===== src/design/crx_pkg.sv =====
// Constants and types shared by the conditional-return execution unit.
package crx_pkg;
    // Instruction word layout.
    localparam int unsigned WORD_W = 32;
    localparam int unsigned OP_HI_LSB = 26;
    localparam int unsigned OP_HI_W = 6;
    localparam logic [5:0] OP_HI_RET = 6'h1e;
    localparam int unsigned KIND_LSB = 21;
    localparam int unsigned KIND_W = 5;
    localparam logic [4:0] KIND_IRQ_RET = 5'h00;
    localparam logic [4:0] KIND_SUB_RET = 5'h04;
    localparam int unsigned COND_LSB = 16;
    localparam int unsigned COND_W = 5;
    localparam int unsigned LOW_W = 16;
    localparam logic [15:0] LOW_ZERO = 16'h0000;
    // Number of supported condition codes; higher codes are refused.
    localparam logic [4:0] NUM_COND = 5'h14;

    // Status word bit positions.
    localparam int unsigned FLAG_C = 0;
    localparam int unsigned FLAG_V = 1;
    localparam int unsigned FLAG_Z = 2;
    localparam int unsigned FLAG_N = 3;
    localparam int unsigned FLAG_UF = 4;
    localparam int unsigned FLAG_LV = 5;
    localparam int unsigned FLAG_LUF = 6;
    localparam int unsigned GIE_BIT = 13;
    localparam logic [31:0] GIE_MASK = 32'h0000_2000;

    // Interrupt lines gated by the global enable.
    localparam int unsigned NUM_IRQ = 10;

    // Timing of a taken return, in clock cycles.
    localparam int unsigned TAKEN_CYCLES = 4;
    localparam logic [1:0] CNT_FIRST = 2'h1;
    localparam logic [1:0] CNT_LAST = 2'(TAKEN_CYCLES - 1);
    localparam logic [31:0] SP_STEP = 32'h0000_0001;

    // Condition codes carried in the condition field.
    typedef enum logic [4:0] {
        CC_ALWAYS = 5'b00000, CC_LO = 5'b00001, CC_LS = 5'b00010, CC_HI = 5'b00011,
        CC_HS = 5'b00100, CC_EQ = 5'b00101, CC_NE = 5'b00110, CC_LT = 5'b00111,
        CC_LE = 5'b01000, CC_GT = 5'b01001, CC_GE = 5'b01010, CC_NV = 5'b01011,
        CC_V = 5'b01100, CC_NUF = 5'b01101, CC_UF = 5'b01110, CC_NLV = 5'b01111,
        CC_LV = 5'b10000, CC_NLUF = 5'b10001, CC_LUF = 5'b10010, CC_ZUF = 5'b10011
    } crx_cond_e;

    // Sequencer states.
    typedef enum logic [1:0] {
        ST_IDLE = 2'b00,
        ST_POP = 2'b01
    } crx_state_e;
endpackage : crx_pkg


===== src/design/crx_exec.sv =====
// Execution unit for the conditional interrupt-return and subroutine-return instructions.
`timescale 1ns/1ns
module crx_exec (
    // Clock and reset.
    input wire logic sys_clk,
    input wire logic rst_n,
    // Instruction offered by the fetch stage.
    input wire logic inst_valid,
    input wire logic [31:0] inst_word,
    // Core state seen at issue.
    input wire logic [31:0] status_word,
    input wire logic [31:0] stack_top_word,
    input wire logic [31:0] stack_ptr,
    // Interrupt controller side.
    input wire logic gie_clear,
    input wire logic [crx_pkg::NUM_IRQ-1:0] irq_request,
    input wire logic [crx_pkg::NUM_IRQ-1:0] irq_enable,
    // Handshake toward the fetch stage.
    output logic ready_ff,
    output logic busy_ff,
    output logic skip_ff,
    output logic cond_bad_ff,
    // Program counter and stack pointer updates.
    output logic pc_load_ff,
    output logic [31:0] pc_value_ff,
    output logic sp_dec_ff,
    output logic [31:0] sp_value_ff,
    // Status word write-back and interrupt gating.
    output logic status_wr_ff,
    output logic [31:0] status_wr_data_ff,
    output logic global_irq_enable_ff,
    output logic [crx_pkg::NUM_IRQ-1:0] irq_takeable_ff
);
    // Sequencer state and captured operands.
    crx_pkg::crx_state_e state_ff, nxt_state;
    logic [1:0] cnt_ff; // Cycle count inside a taken return.
    logic is_int_ff; // The running return is an interrupt return.
    logic [31:0] top_ff; // Stack top captured at issue.
    logic [31:0] sp_ff; // Stack pointer captured at issue.
    logic [31:0] st_ff; // Status word captured at issue.

    // Field extraction.
    wire [5:0] op_hi = inst_word[crx_pkg::OP_HI_LSB +: crx_pkg::OP_HI_W];
    wire [4:0] kind = inst_word[crx_pkg::KIND_LSB +: crx_pkg::KIND_W];
    wire [4:0] cond = inst_word[crx_pkg::COND_LSB +: crx_pkg::COND_W];
    wire [15:0] low = inst_word[crx_pkg::LOW_W-1:0];

    // A word shaped like a return, before the condition code is vetted.
    wire ret_shape = inst_valid && (op_hi == crx_pkg::OP_HI_RET) && (low == crx_pkg::LOW_ZERO)
        && ((kind == crx_pkg::KIND_IRQ_RET) || (kind == crx_pkg::KIND_SUB_RET));
    wire cond_ok = (cond < crx_pkg::NUM_COND);
    wire is_reti = ret_shape && cond_ok && (kind == crx_pkg::KIND_IRQ_RET);
    wire is_rets = ret_shape && cond_ok && (kind == crx_pkg::KIND_SUB_RET);
    wire idle = (state_ff == crx_pkg::ST_IDLE);
    wire accept = idle && (is_reti || is_rets);
    wire refuse = idle && ret_shape && !cond_ok;

    // Flags used by the condition test; the overflow-mode bit is never looked at.
    wire f_c = status_word[crx_pkg::FLAG_C];
    wire f_v = status_word[crx_pkg::FLAG_V];
    wire f_z = status_word[crx_pkg::FLAG_Z];
    wire f_n = status_word[crx_pkg::FLAG_N];
    wire f_uf = status_word[crx_pkg::FLAG_UF];
    wire f_lv = status_word[crx_pkg::FLAG_LV];
    wire f_luf = status_word[crx_pkg::FLAG_LUF];

    // Condition evaluation against the current flags.
    function automatic logic cond_eval(input logic [4:0] code, input logic c, input logic v,
                                       input logic z, input logic n, input logic uf,
                                       input logic lv, input logic luf);
        logic r;
        r = 1'b0;
        case (crx_pkg::crx_cond_e'(code))
            crx_pkg::CC_ALWAYS: r = 1'b1;
            crx_pkg::CC_LO: r = c;
            crx_pkg::CC_LS: r = c | z;
            crx_pkg::CC_HI: r = ~c & ~z;
            crx_pkg::CC_HS: r = ~c;
            crx_pkg::CC_EQ: r = z;
            crx_pkg::CC_NE: r = ~z;
            crx_pkg::CC_LT: r = n;
            crx_pkg::CC_LE: r = n | z;
            crx_pkg::CC_GT: r = ~n & ~z;
            crx_pkg::CC_GE: r = ~n;
            crx_pkg::CC_NV: r = ~v;
            crx_pkg::CC_V: r = v;
            crx_pkg::CC_NUF: r = ~uf;
            crx_pkg::CC_UF: r = uf;
            crx_pkg::CC_NLV: r = ~lv;
            crx_pkg::CC_LV: r = lv;
            crx_pkg::CC_NLUF: r = ~luf;
            crx_pkg::CC_LUF: r = luf;
            crx_pkg::CC_ZUF: r = z | uf;
            default: r = 1'b0;
        endcase
        return r;
    endfunction : cond_eval

    wire cond_true = cond_eval(cond, f_c, f_v, f_z, f_n, f_uf, f_lv, f_luf);
    wire start = accept && cond_true;
    wire finish = (state_ff == crx_pkg::ST_POP) && (cnt_ff == crx_pkg::CNT_LAST);

    // Next-state decode: a taken return holds the unit for the full pop sequence.
    always_comb begin
        nxt_state = state_ff;
        case (state_ff)
            crx_pkg::ST_IDLE: begin
                if (start) begin
                    nxt_state = crx_pkg::ST_POP;
                end
            end
            crx_pkg::ST_POP: begin
                if (finish) begin
                    nxt_state = crx_pkg::ST_IDLE;
                end
            end
            default: nxt_state = crx_pkg::ST_IDLE;
        endcase
    end

    // The global enable is set on a taken interrupt return; the set wins over a clear.
    wire nxt_gie = (finish && is_int_ff) ? 1'b1 : (gie_clear ? 1'b0 : global_irq_enable_ff);
    wire [31:0] nxt_sp = sp_ff - crx_pkg::SP_STEP;
    wire [1:0] nxt_cnt = (state_ff == crx_pkg::ST_POP) ? cnt_ff + 2'h1 : crx_pkg::CNT_FIRST;

    // Sequencer registers.
    always_ff @(posedge sys_clk or negedge rst_n) begin
        if (!rst_n) begin
            state_ff <= crx_pkg::ST_IDLE;
            cnt_ff <= 2'h0;
            ready_ff <= 1'b0;
            busy_ff <= 1'b0;
        end else begin
            state_ff <= nxt_state;
            cnt_ff <= nxt_cnt;
            // Ready only once reset is over, so nothing issues into a cold unit.
            ready_ff <= (nxt_state == crx_pkg::ST_IDLE);
            busy_ff <= (nxt_state == crx_pkg::ST_POP);
        end
    end

    // Operands are captured at issue so that later flag changes cannot alter the return.
    always_ff @(posedge sys_clk or negedge rst_n) begin
        if (!rst_n) begin
            is_int_ff <= 1'b0;
            top_ff <= 32'h0000_0000;
            sp_ff <= 32'h0000_0000;
            st_ff <= 32'h0000_0000;
        end else if (start) begin
            is_int_ff <= is_reti;
            top_ff <= stack_top_word;
            sp_ff <= stack_ptr;
            st_ff <= status_word;
        end
    end

    // Result pulses at the end of the fourth cycle; a false condition just steps on.
    always_ff @(posedge sys_clk or negedge rst_n) begin
        if (!rst_n) begin
            skip_ff <= 1'b0;
            cond_bad_ff <= 1'b0;
            pc_load_ff <= 1'b0;
            pc_value_ff <= 32'h0000_0000;
            sp_dec_ff <= 1'b0;
            sp_value_ff <= 32'h0000_0000;
        end else begin
            skip_ff <= accept && !cond_true;
            cond_bad_ff <= refuse;
            pc_load_ff <= finish;
            sp_dec_ff <= finish;
            if (finish) begin
                pc_value_ff <= top_ff;
                sp_value_ff <= nxt_sp;
            end
        end
    end

    // Status write-back carries the captured flags untouched, with only the enable forced.
    always_ff @(posedge sys_clk or negedge rst_n) begin
        if (!rst_n) begin
            status_wr_ff <= 1'b0;
            status_wr_data_ff <= 32'h0000_0000;
            global_irq_enable_ff <= 1'b0;
        end else begin
            status_wr_ff <= finish && is_int_ff;
            if (finish && is_int_ff) begin
                status_wr_data_ff <= st_ff | crx_pkg::GIE_MASK;
            end
            global_irq_enable_ff <= nxt_gie;
        end
    end

    // Per-line gating: a request passes only with its own enable and the global enable.
    genvar gi;
    generate
        for (gi = 0; gi < crx_pkg::NUM_IRQ; gi++) begin : g_irq
            always_ff @(posedge sys_clk or negedge rst_n) begin
                if (!rst_n) begin
                    irq_takeable_ff[gi] <= 1'b0;
                end else begin
                    irq_takeable_ff[gi] <= irq_request[gi] & irq_enable[gi]
                        & global_irq_enable_ff;
                end
            end
        end
    endgenerate
endmodule : crx_exec


===== config.mk =====
export PLATFORM = sky130hd
export DESIGN_NAME = crx_exec
export DESIGN_NICKNAME = d
export VERILOG_FILES = /design/src/design/crx_pkg.sv /design/src/design/crx_exec.sv
export SDC_FILE = /design/constraint.sdc
export NUM_CORES = 1
export LEC_CHECK = 0
export ABC_CLOCK_PERIOD_IN_PS = 2450
export BUFFER_PORTS_ARGS = -buffer_cell sky130_fd_sc_hd__buf_4
export CAP_MARGIN = 25
export CORE_MARGIN = 4
export CORE_UTILIZATION = 52
export DETAILED_ROUTE_END_ITERATION = 10
export PLACE_DENSITY = 0.78
export SLEW_MARGIN = 20
export SYNTH_ARGS = -nofsm -noshare
export SYNTH_HDL_FRONTEND = slang
export SYNTH_SLANG_ARGS = --single-unit

===== constraint.sdc =====
create_clock -name sys_clk -period 2.45 [get_ports sys_clk]
set_input_delay 0.3675 -clock sys_clk [delete_from_list [all_inputs] [get_ports sys_clk]]
set_output_delay 0.3675 -clock sys_clk [all_outputs]
set_load 0.02 [all_outputs]

==> out/summary.txt, run 1 <==
number of enable flip-flop cells after synthesis - 0
CP most frequent cell - buf_12
proportion of layout cells with a drive suffix above 1 - 47.6%
clk_skew - 20.0 ps
Max VDD drop - 0.687 mV
Yosys Warn Count - 0
clk sink count - 213
library cells used by synthesis - 55
sequential area share after synthesis - 57.9%
Setup violations, final - 0
Num CTS Buffers - 22
crit-path max FO - 8
synthesis-to-finish area growth - 35.8%
vias per inst - 5.24
CP cell instances - nor4_2 > buf_4 > nand4_1 > or3b_4 > a41oi_4 > buf_12 > buf_12 > mux2_4
top post-synthesis cells by count - dfrtp_1 (213), nand2_1 (136), mux2_4 (87), mux2_2 (39), o21ai_0 (33)
Final Hold Vio Count - 0
Slowest Stage Delay on Critical Path - 420 ps
TritonRoute pass-1 iters - 4
Synth top area share - 57.9%
max-slew violations - 0
die width - 141 um
antenna cell count - 0
setup TNS - 0 ps
R2R setup slack - 30 ps
initial antenna violation count - 0
Vias - 6513
Routed Antenna Nets - 0
Port-buffer cells - 264
number of DRC markers in iteration 0 - 268
Total Power - 7.23 mW
worst path required time - 2830 ps
Startpoint Class - register
top-count cell post-synth - dfrtp_1
first-pass GRT wire length - 36.0 mm
max_slew headroom - 44.0%
post-layout min period - 2420 ps
Total Routing Usage GR - 22.5%
CP max stage cell - or3b_4
Max Freq - 413 MHz
max-cap violations - 0
Final Wtd Congestion - 0.825
Reg-to-Reg Start - state_ff[1]
Tightest Pin Transition - 840 ps
largest net degree at the start of global routing - 93
I/O Pins - 266
FF+latch count, synth - 213
Hold Path Origin - inst_word[23]
Congestion Overflow GR - 0
Hold EP - is_int_ff
Worst R2R Path Depth - 8
Residual DRC - 0
Post-synth top flop - dfrtp_1
hold path depth - 2
Placeable Area - 0.0173 mm^2
RSZ-0062 raised after global routing - yes
leakage power - 6.81 nW
Initial Util - 53.2%
crit path buf inv count - 3
Die ar. - 0.0199 mm^2
DP HPWL - 15.8 mm
Max clock buf depth - 3
top post-synthesis cells by area - dfrtp_1 (58%), mux2_4 (14%), nand2_1 (5.5%)
largest area contributor in the netlist - dfrtp_1
clock slew at reported path FFs - 60 ps
worst r2r dst - sp_ff[16]
Nets - 1157
vias in the first global route - 6980
row cnt - 48
HP Class - in2reg
synthesized area - 0.00920 mm^2
Syn Nets - 856
CP top delay family - simple AND/OR/NAND/NOR gates
CP arrival - 2800 ps
total power divided by cell area - 579 mW/mm^2
drt total wl - 22.6 mm
Async SR Flop Fraction - 100%
WL/cell - 18.2 um
DIE HEIGHT - 141 um
Mean Syn Cell Area - 13.1 um^2
status - finished, final reports clean
Worst Setup Path Type - reg2reg
CTS Root Cell - clkbuf_16
cells after synthesis - 702
crit end category - register
Tcrit/Tclk final - 98.8%
clk_lat worst skew - 500 ps
htree depth - 1
TritonCTS clock tree - built
[layout make-up]
cell class	instances	area [um^2]
repair buffers	314	2570
fillers	1209	4800
multi-input cells	444	3550
flip-flops and latches	213	5330
well taps	225	282
inverters	8	30.0
clock buffers	33	653
clock inverters	5	78.8
[flip-flops by register name, indices dropped and copies added (netlist names), 2 cells and up]
signal / cells
st_ff: 31
pc_value_ff: 32
sp_ff: 32
top_ff: 32
sp_value_ff: 32
state_ff: 2
irq_takeable_ff: 10
status_wr_data_ff: 32
cnt_ff: 2
[cells in the final DEF, fill, tap and decap left out, types with 11 or more instances in the layout]
cell type	Yosys	layout
nand2_1	136	135
nor2_1	13	13
buf_12	10	14
clkbuf_16	0	23
o21ai_0	33	33
xor2_1	19	19
and3_1	11	11
mux2_2	39	38
dfrtp_1	213	213
buf_4	3	295
mux2_4	87	88
[worst max-delay path by stage]
stage | startpoint | depth (start not counted) | slack [ps] | endpoint
2_1_floorplan | inst_word[18] | 7 | 140 | sp_ff[0]
3_3_place_gp | inst_word[22] | 9 | -190 | st_ff[10]
3_5_place_dp | inst_word[22] | 9 | -190 | st_ff[19]
4_1_cts | state_ff[1] | 9 | -9 | sp_ff[3]
5_1_grt | state_ff[1] | 8 | -80 | sp_ff[16]
6_report | state_ff[1] | 8 | 30 | sp_ff[16]
[power breakdown]
part / internal (mW) / total [mW] / leakage, nW / switching, mW
sequential: 3.52 / 3.52 / 2.96 / 0.000556
combinational: 0.200 / 0.349 / 3.49 / 0.149
clock: 2.05 / 3.36 / 0.359 / 1.32
total: 5.77 / 7.23 / 6.81 / 1.47
[per-stage QoR]
step	area (um^2)	hold slack [ps]	cells	utilization, %	setup slack, ps
after floorplan	9200	71.9	702	-	137
after global placement	11700	411	1198	67.4	-189
after detailed placement	11700	417	1198	67.4	-193
after CTS	12500	43.8	1241	72.2	-8.89
after global routing	12500	48.3	1242	72.2	-78.3
final	12500	61.5	1242	72.2	28.6
[routing by layer]
metal | global-route usage [%] | wire (um) | vias up
li1 | - | - | 3022
met1 | 28.4 | 9030 | 3195
met2 | 38.0 | 11100 | 252
met3 | 7.02 | 2020 | 44
met4 | 5.66 | 478 | 0
met5 | 0 | 0 | -
[worst reg2reg max path: stages, from the launching register on]
cell,delay [ps]
dfrtp_1,380
nor4_2,260
buf_4,160
nand4_1,110
or3b_4,420
a41oi_4,290
buf_12,200
buf_12,160
mux2_4,310
[cell families after synthesis]
group / Yosys count / synth area share, %
fa+ha+maj: 2 / 0.272
xor+xnor: 28 / 2.67
simple gates: 228 / 12.0
buf+inv: 45 / 3.93
other cells: 1 / 0.0408
mux: 128 / 19.2
flops: 213 / 57.9
compound gates: 57 / 3.98
[timing repair]
item / 4_1_cts / 5_1_grt
endpoints found under the hold margin: 63 / 0
pin swaps: 3 / 0
buffers inserted: 3 / 2
cloned: 2 / 0
gates resized for setup: 4 / 4
setup endpoints to repair: 83 / 89
hold buffers: 1 / 0
No activity file was read; power rests on OpenSTA's default activity.
==> run 2: changes to the inputs <==
Settings changed: CORE_MARGIN 4 to default, RECOVER_POWER from default to 50, SKIP_CTS_REPAIR_TIMING from default to 1.
==> run 2 against run 1 <==
Compared with the run above: die area is 8.3% lower; sequential share of layout area up 0.45 points; fmax up 2.3%; combinational power shrank 4%; first-iteration DRC count decreased by 23%; power grew 1.5%; global-route usage grew 0.59 points; clock skew decreased by 7.2 ps; register-to-register slack better by 50 ps; final cell count shrank 0.56%; sequential cell count did not move; via count decreased by 0.74%; critical path type unchanged.
==> out/summary.txt, run 2 (synthesis results as in run 1) <==
Nets - 1147 (was 1157)
Tcrit/Tclk final - 96.6% (was 98.8%)
max-slew violations - 0 (unchanged)
hold path depth - 2 (unchanged)
proportion of layout cells with a drive suffix above 1 - 47.3% (was 47.6%)
status - finished, final reports clean (unchanged)
post-layout min period - 2370 ps (was 2420 ps)
Final Hold Vio Count - 0 (unchanged)
total power divided by cell area - 594 mW/mm^2 (was 579 mW/mm^2)
max_slew headroom - 11.8% (was 44.0%)
row cnt - 48 (unchanged)
Hold EP - global_irq_enable_ff (was is_int_ff)
leakage power - 6.74 nW (was 6.81 nW)
CTS Root Cell - clkbuf_16 (unchanged)
clk_lat worst skew - 490 ps (was 500 ps)
Max Freq - 422 MHz (was 413 MHz)
crit end category - register (unchanged)
I/O Pins - 266 (unchanged)
clk sink count - 213 (unchanged)
vias in the first global route - 6486 (was 6980)
commonest non-fill, non-tap cell in the layout - buf_4 (unchanged)
Num CTS Buffers - 23 (was 22)
hold slack - 51.4 ps (was 61.5 ps)
Reg-to-Reg Start - state_ff[1] (unchanged)
Max clock buf depth - 3 (unchanged)
HP Class - in2reg (unchanged)
Port-buffer cells - 264 (unchanged)
Max VDD drop - 0.521 mV (was 0.687 mV)
WL/cell - 17.6 um (was 18.2 um)
htree depth - 1 (unchanged)
worst r2r dst - st_ff[24] (was sp_ff[16])
setup TNS - 0 ps (unchanged)
crit-path max FO - 10 (was 8)
Tightest Pin Transition - 1320 ps (was 840 ps)
first-pass GRT wire length - 33.1 mm (was 36.0 mm)
Die ar. - 0.0182 mm^2 (was 0.0199 mm^2)
R2R setup slack - 80 ps (was 30 ps)
vias per inst - 5.23 (was 5.24)
drt total wl - 21.8 mm (was 22.6 mm)
Startpoint Class - register (unchanged)
Vias - 6465 (was 6513)
Setup violations, final - 0 (unchanged)
die width - 135 um (was 141 um)
number of DRC markers in iteration 0 - 206 (was 268)
initial antenna violation count - 1 (was 0)
CP arrival - 2740 ps (was 2800 ps)
TritonRoute pass-1 iters - 4 (unchanged)
TritonCTS clock tree - built (unchanged)
synthesis-to-finish area growth - 34.4% (was 35.8%)
crit path from - state_ff[1] (unchanged)
clock slew at reported path FFs - 60 ps (about the same)
Initial Util - 53.2% (unchanged)
worst path required time - 2820 ps (was 2830 ps)
Routed Antenna Nets - 0 (unchanged)
DIE HEIGHT - 135 um (was 141 um)
Final Wtd Congestion - 0.833 (was 0.825)
Worst R2R Path Depth - 7 (was 8)
Worst Setup Path Type - reg2reg (unchanged)
clk_skew - 12.7 ps (was 20.0 ps)
Hold Path Origin - gie_clear (was inst_word[23])
Congestion Overflow GR - 0 (unchanged)
Placeable Area - 0.0173 mm^2 (unchanged)
max-cap violations - 0 (unchanged)
largest net degree at the start of global routing - 93 (unchanged)
Total Routing Usage GR - 23.1% (was 22.5%)
commonest cells after routing, fill and taps aside - buf_4 (289), dfrtp_1 (213), nand2_1 (135) (was buf_4 (295), dfrtp_1 (213), nand2_1 (135))
DP HPWL - 14.3 mm (was 15.8 mm)
Residual DRC - 0 (unchanged)
[run 2: changes by cell type in the layout (fill, tap and decap cells not counted), sizes merged]
cell	previous run	this run
inv	8	9
buf	312	297
clkinvlp	0	2
diode	0	1
bufinv	2	3
clkinv	3	6
[run 2: worst max path at each step]
| stage | end | slack [ps] | depth (start not counted) |
|---|---|---|---|
| finish | st_ff[24] | 80 | 7 |
| global placement | sp_ff[15] | -150 | 8 |
| CTS | sp_ff[15] | -110 | 7 |
| detailed placement | sp_ff[15] | -210 | 8 |
| global route | sp_ff[1] | -40 | 7 |
| floorplan | sp_ff[0] | 140 | 7 |
[run 2: area by class of cell]
type,instances,area [um^2]
Sequential cell,213,5330
Fill cell,1226,4930
Multi-Input combinational cell,444,3540
Timing Repair Buffer,303,2420
Clock buffer,29,608
Tap cell,225,282
Clock inverter,12,146
Inverter,8,30.0
Antenna cell,1,2.50
[run 2: critical path, stage by stage, from the launching register on]
cell and delay (ps):
dfrtp_1 410, nor4_2 240, nand4_1 210, or3b_4 450, a41oi_4 260, buf_6 200, buf_12 170, mux2_4 310
[run 2: per-layer routing]
metal	wire length, um	track usage (%)	vias up	share of wire [%]
met3	1920	6.49	38	8.8
met2	10400	38.2	231	48
met4	537	7.80	0	2.5
met1	8870	29.1	3200	41
met5	0	0	-	0
li1	-	-	2996	-
[run 2: power breakdown]
part	internal [mW]	switching (mW)	leakage [nW]
Combinational	0.191	0.145	3.41
Clock	2.08	1.40	0.369
Sequential	3.52	0.000846	2.96
Total	5.79	1.55	6.74
[run 2: per-stage QoR]
step                      worst slack [ps]  area, um^2  util, %  std cells  total power [mW]
final                                 82.8       12400     71.5       1235              7.34
after global routing                 -39.3       12400     71.5       1235              7.57
after CTS                             -113       12200     70.6       1227              7.42
after floorplan                        137        9200        -        702              3.63
after global placement                -154       11500     66.3       1186              3.91
after detailed placement              -206       11500     66.3       1186              3.92
==> run 3: changes to the inputs <==
Settings changed: MAX_ROUTING_LAYER from default to met4.
==> run 3 against run 2 <==
Compared with the run above: fmax barely moved; combinational power barely moved; core utilization did not move; largest power group unchanged.
==> out/summary.txt, run 3 (synthesis results as in run 1) <==
status - finished, final reports clean (unchanged)
proportion of layout cells with a drive suffix above 1 - 47.3% (unchanged)
htree depth - 1 (unchanged)
commonest cells after routing, fill and taps aside - buf_4 (289), dfrtp_1 (213), nand2_1 (135) (unchanged)
number of DRC markers in iteration 0 - 205 (was 206)
Max Freq - 423 MHz (was 422 MHz)
Port-buffer cells - 264 (unchanged)
max_slew headroom - 12.1% (was 11.8%)
initial antenna violation count - 1 (unchanged)
Final Wtd Congestion - 0.845 (was 0.833)
Total Power - 7.34 mW (about the same)
synthesis-to-finish area growth - 34.4% (unchanged)
Congestion Overflow GR - 0 (unchanged)
clock slew at reported path FFs - 60 ps (about the same)
DIE HEIGHT - 135 um (unchanged)
Final WS setup - 84.5 ps (was 82.8 ps)
Comb pwr share - 4.6% (about the same)
RSZ-0062 raised after global routing - yes
Residual DRC - 0 (unchanged)
crit end category - register (unchanged)
TritonCTS clock tree - built (unchanged)
Psw - 1.55 mW (about the same)
Placement Setup Slack - -206 ps (unchanged)
drt total wl - 21.7 mm (was 21.8 mm)
Vias - 6464 (was 6465)
sequential share of power - 47.9% (about the same)
TritonRoute pass-1 iters - 4 (unchanged)
Final Util - 71.5% (unchanged)
clk sink count - 213 (unchanged)
DP HPWL - 14.3 mm (unchanged)
Design Area, Final - 0.0124 mm^2 (unchanged)
die width - 135 um (unchanged)
Tcrit/Tclk final - 96.6% (about the same)
Int Power - 5.79 mW (about the same)
commonest non-fill, non-tap cell in the layout - buf_4 (unchanged)
Initial Util - 53.2% (unchanged)
CTS Root Cell - clkbuf_16 (unchanged)
Setup violations, final - 0 (unchanged)
row cnt - 48 (unchanged)
largest net degree at the start of global routing - 93 (unchanged)
I/O Pins - 266 (unchanged)
CP arrival - 2740 ps (about the same)
first-pass GRT wire length - 33.0 mm (was 33.1 mm)
Final Hold Vio Count - 0 (unchanged)
Max VDD drop - 0.522 mV (was 0.521 mV)
Max clock buf depth - 3 (unchanged)
Num CTS Buffers - 23 (unchanged)
leakage power - 6.74 nW (unchanged)
FILL cells - 1226 (unchanged)
clock power share - 47.5% (about the same)
crit-path max FO - 10 (unchanged)
Tightest Pin Transition - 1320 ps (about the same)
worst path required time - 2820 ps (about the same)
WL/cell - 17.6 um (about the same)
clk_lat worst skew - 500 ps (was 490 ps)
Nets - 1147 (unchanged)
Net Sw Frac - 21.1% (about the same)
max-cap violations - 0 (unchanged)
Die ar. - 0.0182 mm^2 (unchanged)
post-layout min period - 2370 ps (about the same)
Routed Antenna Nets - 0 (unchanged)
Total Routing Usage GR - 23.8% (was 23.1%)
vias in the first global route - 6495 (was 6486)
DP Area - 0.0115 mm^2 (unchanged)
Worst Setup Path Type - reg2reg (unchanged)
clk_skew - 14.2 ps (was 12.7 ps)
vias per inst - 5.23 (about the same)
Placeable Area - 0.0173 mm^2 (unchanged)
total power divided by cell area - 594 mW/mm^2 (about the same)
HP Class - in2reg (unchanged)
max-slew violations - 0 (unchanged)
Startpoint Class - register (unchanged)
run 3: cell counts in the layout (fill, tap and decap cells not counted):
No cell type changed its count.
run 3: path summary, 6_finish.rpt:
path / start / endpoint / slack, ps / depth (start not counted)
max: state_ff[1] / st_ff[24] / 80 / 7
min: gie_clear / global_irq_enable_ff / 50 / 2
max reg2reg: state_ff[1] / st_ff[24] / 80 / 7
min reg2reg: cnt_ff[0] / cnt_ff[0] / 430 / 1
max in group asynchronous: rst_n / pc_value_ff[12] / 630 / 3
min in group asynchronous: rst_n / sp_value_ff[15] / 720 / 2
run 3: power by group through the flow:
| stage | sequential, mW | clock, mW | combinational (mW) |
|---|---|---|---|
| after floorplan | 3.58 | 0 | 0.0474 |
| after global placement | 3.58 | 0 | 0.331 |
| after detailed placement | 3.58 | 0 | 0.336 |
| after CTS | 3.52 | 3.56 | 0.338 |
| after global routing | 3.52 | 3.69 | 0.367 |
| final | 3.52 | 3.49 | 0.335 |
run 3: layer usage:
layer  share of wire, %  up-vias  global-route usage (%)
met1                 41     3184                    29.6
met5                  0        -                       -
met2                 48      243                    38.1
met4                2.5        0                    7.80
li1                   -     2996                       -
met3                8.7       41                    5.89
run 3: critical path, stage by stage (launching register included):
cell and delay, ps:
dfrtp_1 400, nor4_2 240, nand4_1 210, or3b_4 450
a41oi_4 250, buf_6 200, buf_12 170, mux2_4 310
run 3: cell type report:
class                   count  area, um^2  share of cell area (%)
flip-flops and latches    213        5330                    43.1
multi-input cells         444        3540                    28.6
clock buffers              29         608                    4.92
well taps                 225         282                    2.28
clock inverters            12         146                    1.18
diodes                      1        2.50                  0.0202
inverters                   8        30.0                   0.243
repair buffers            303        2420                    19.6
run 3: through the flow:
| stage | hold WS, ps | setup TNS, ps | cells |
|---|---|---|---|
| floorplan | 71.9 | 0 | 702 |
| detailed placement | 349 | -15040 | 1186 |
| global route | 33.7 | -1600 | 1235 |
| global placement | 350 | -11600 | 1186 |
| CTS | -175 | -6150 | 1227 |
| finish | 51.6 | 0 | 1235 |
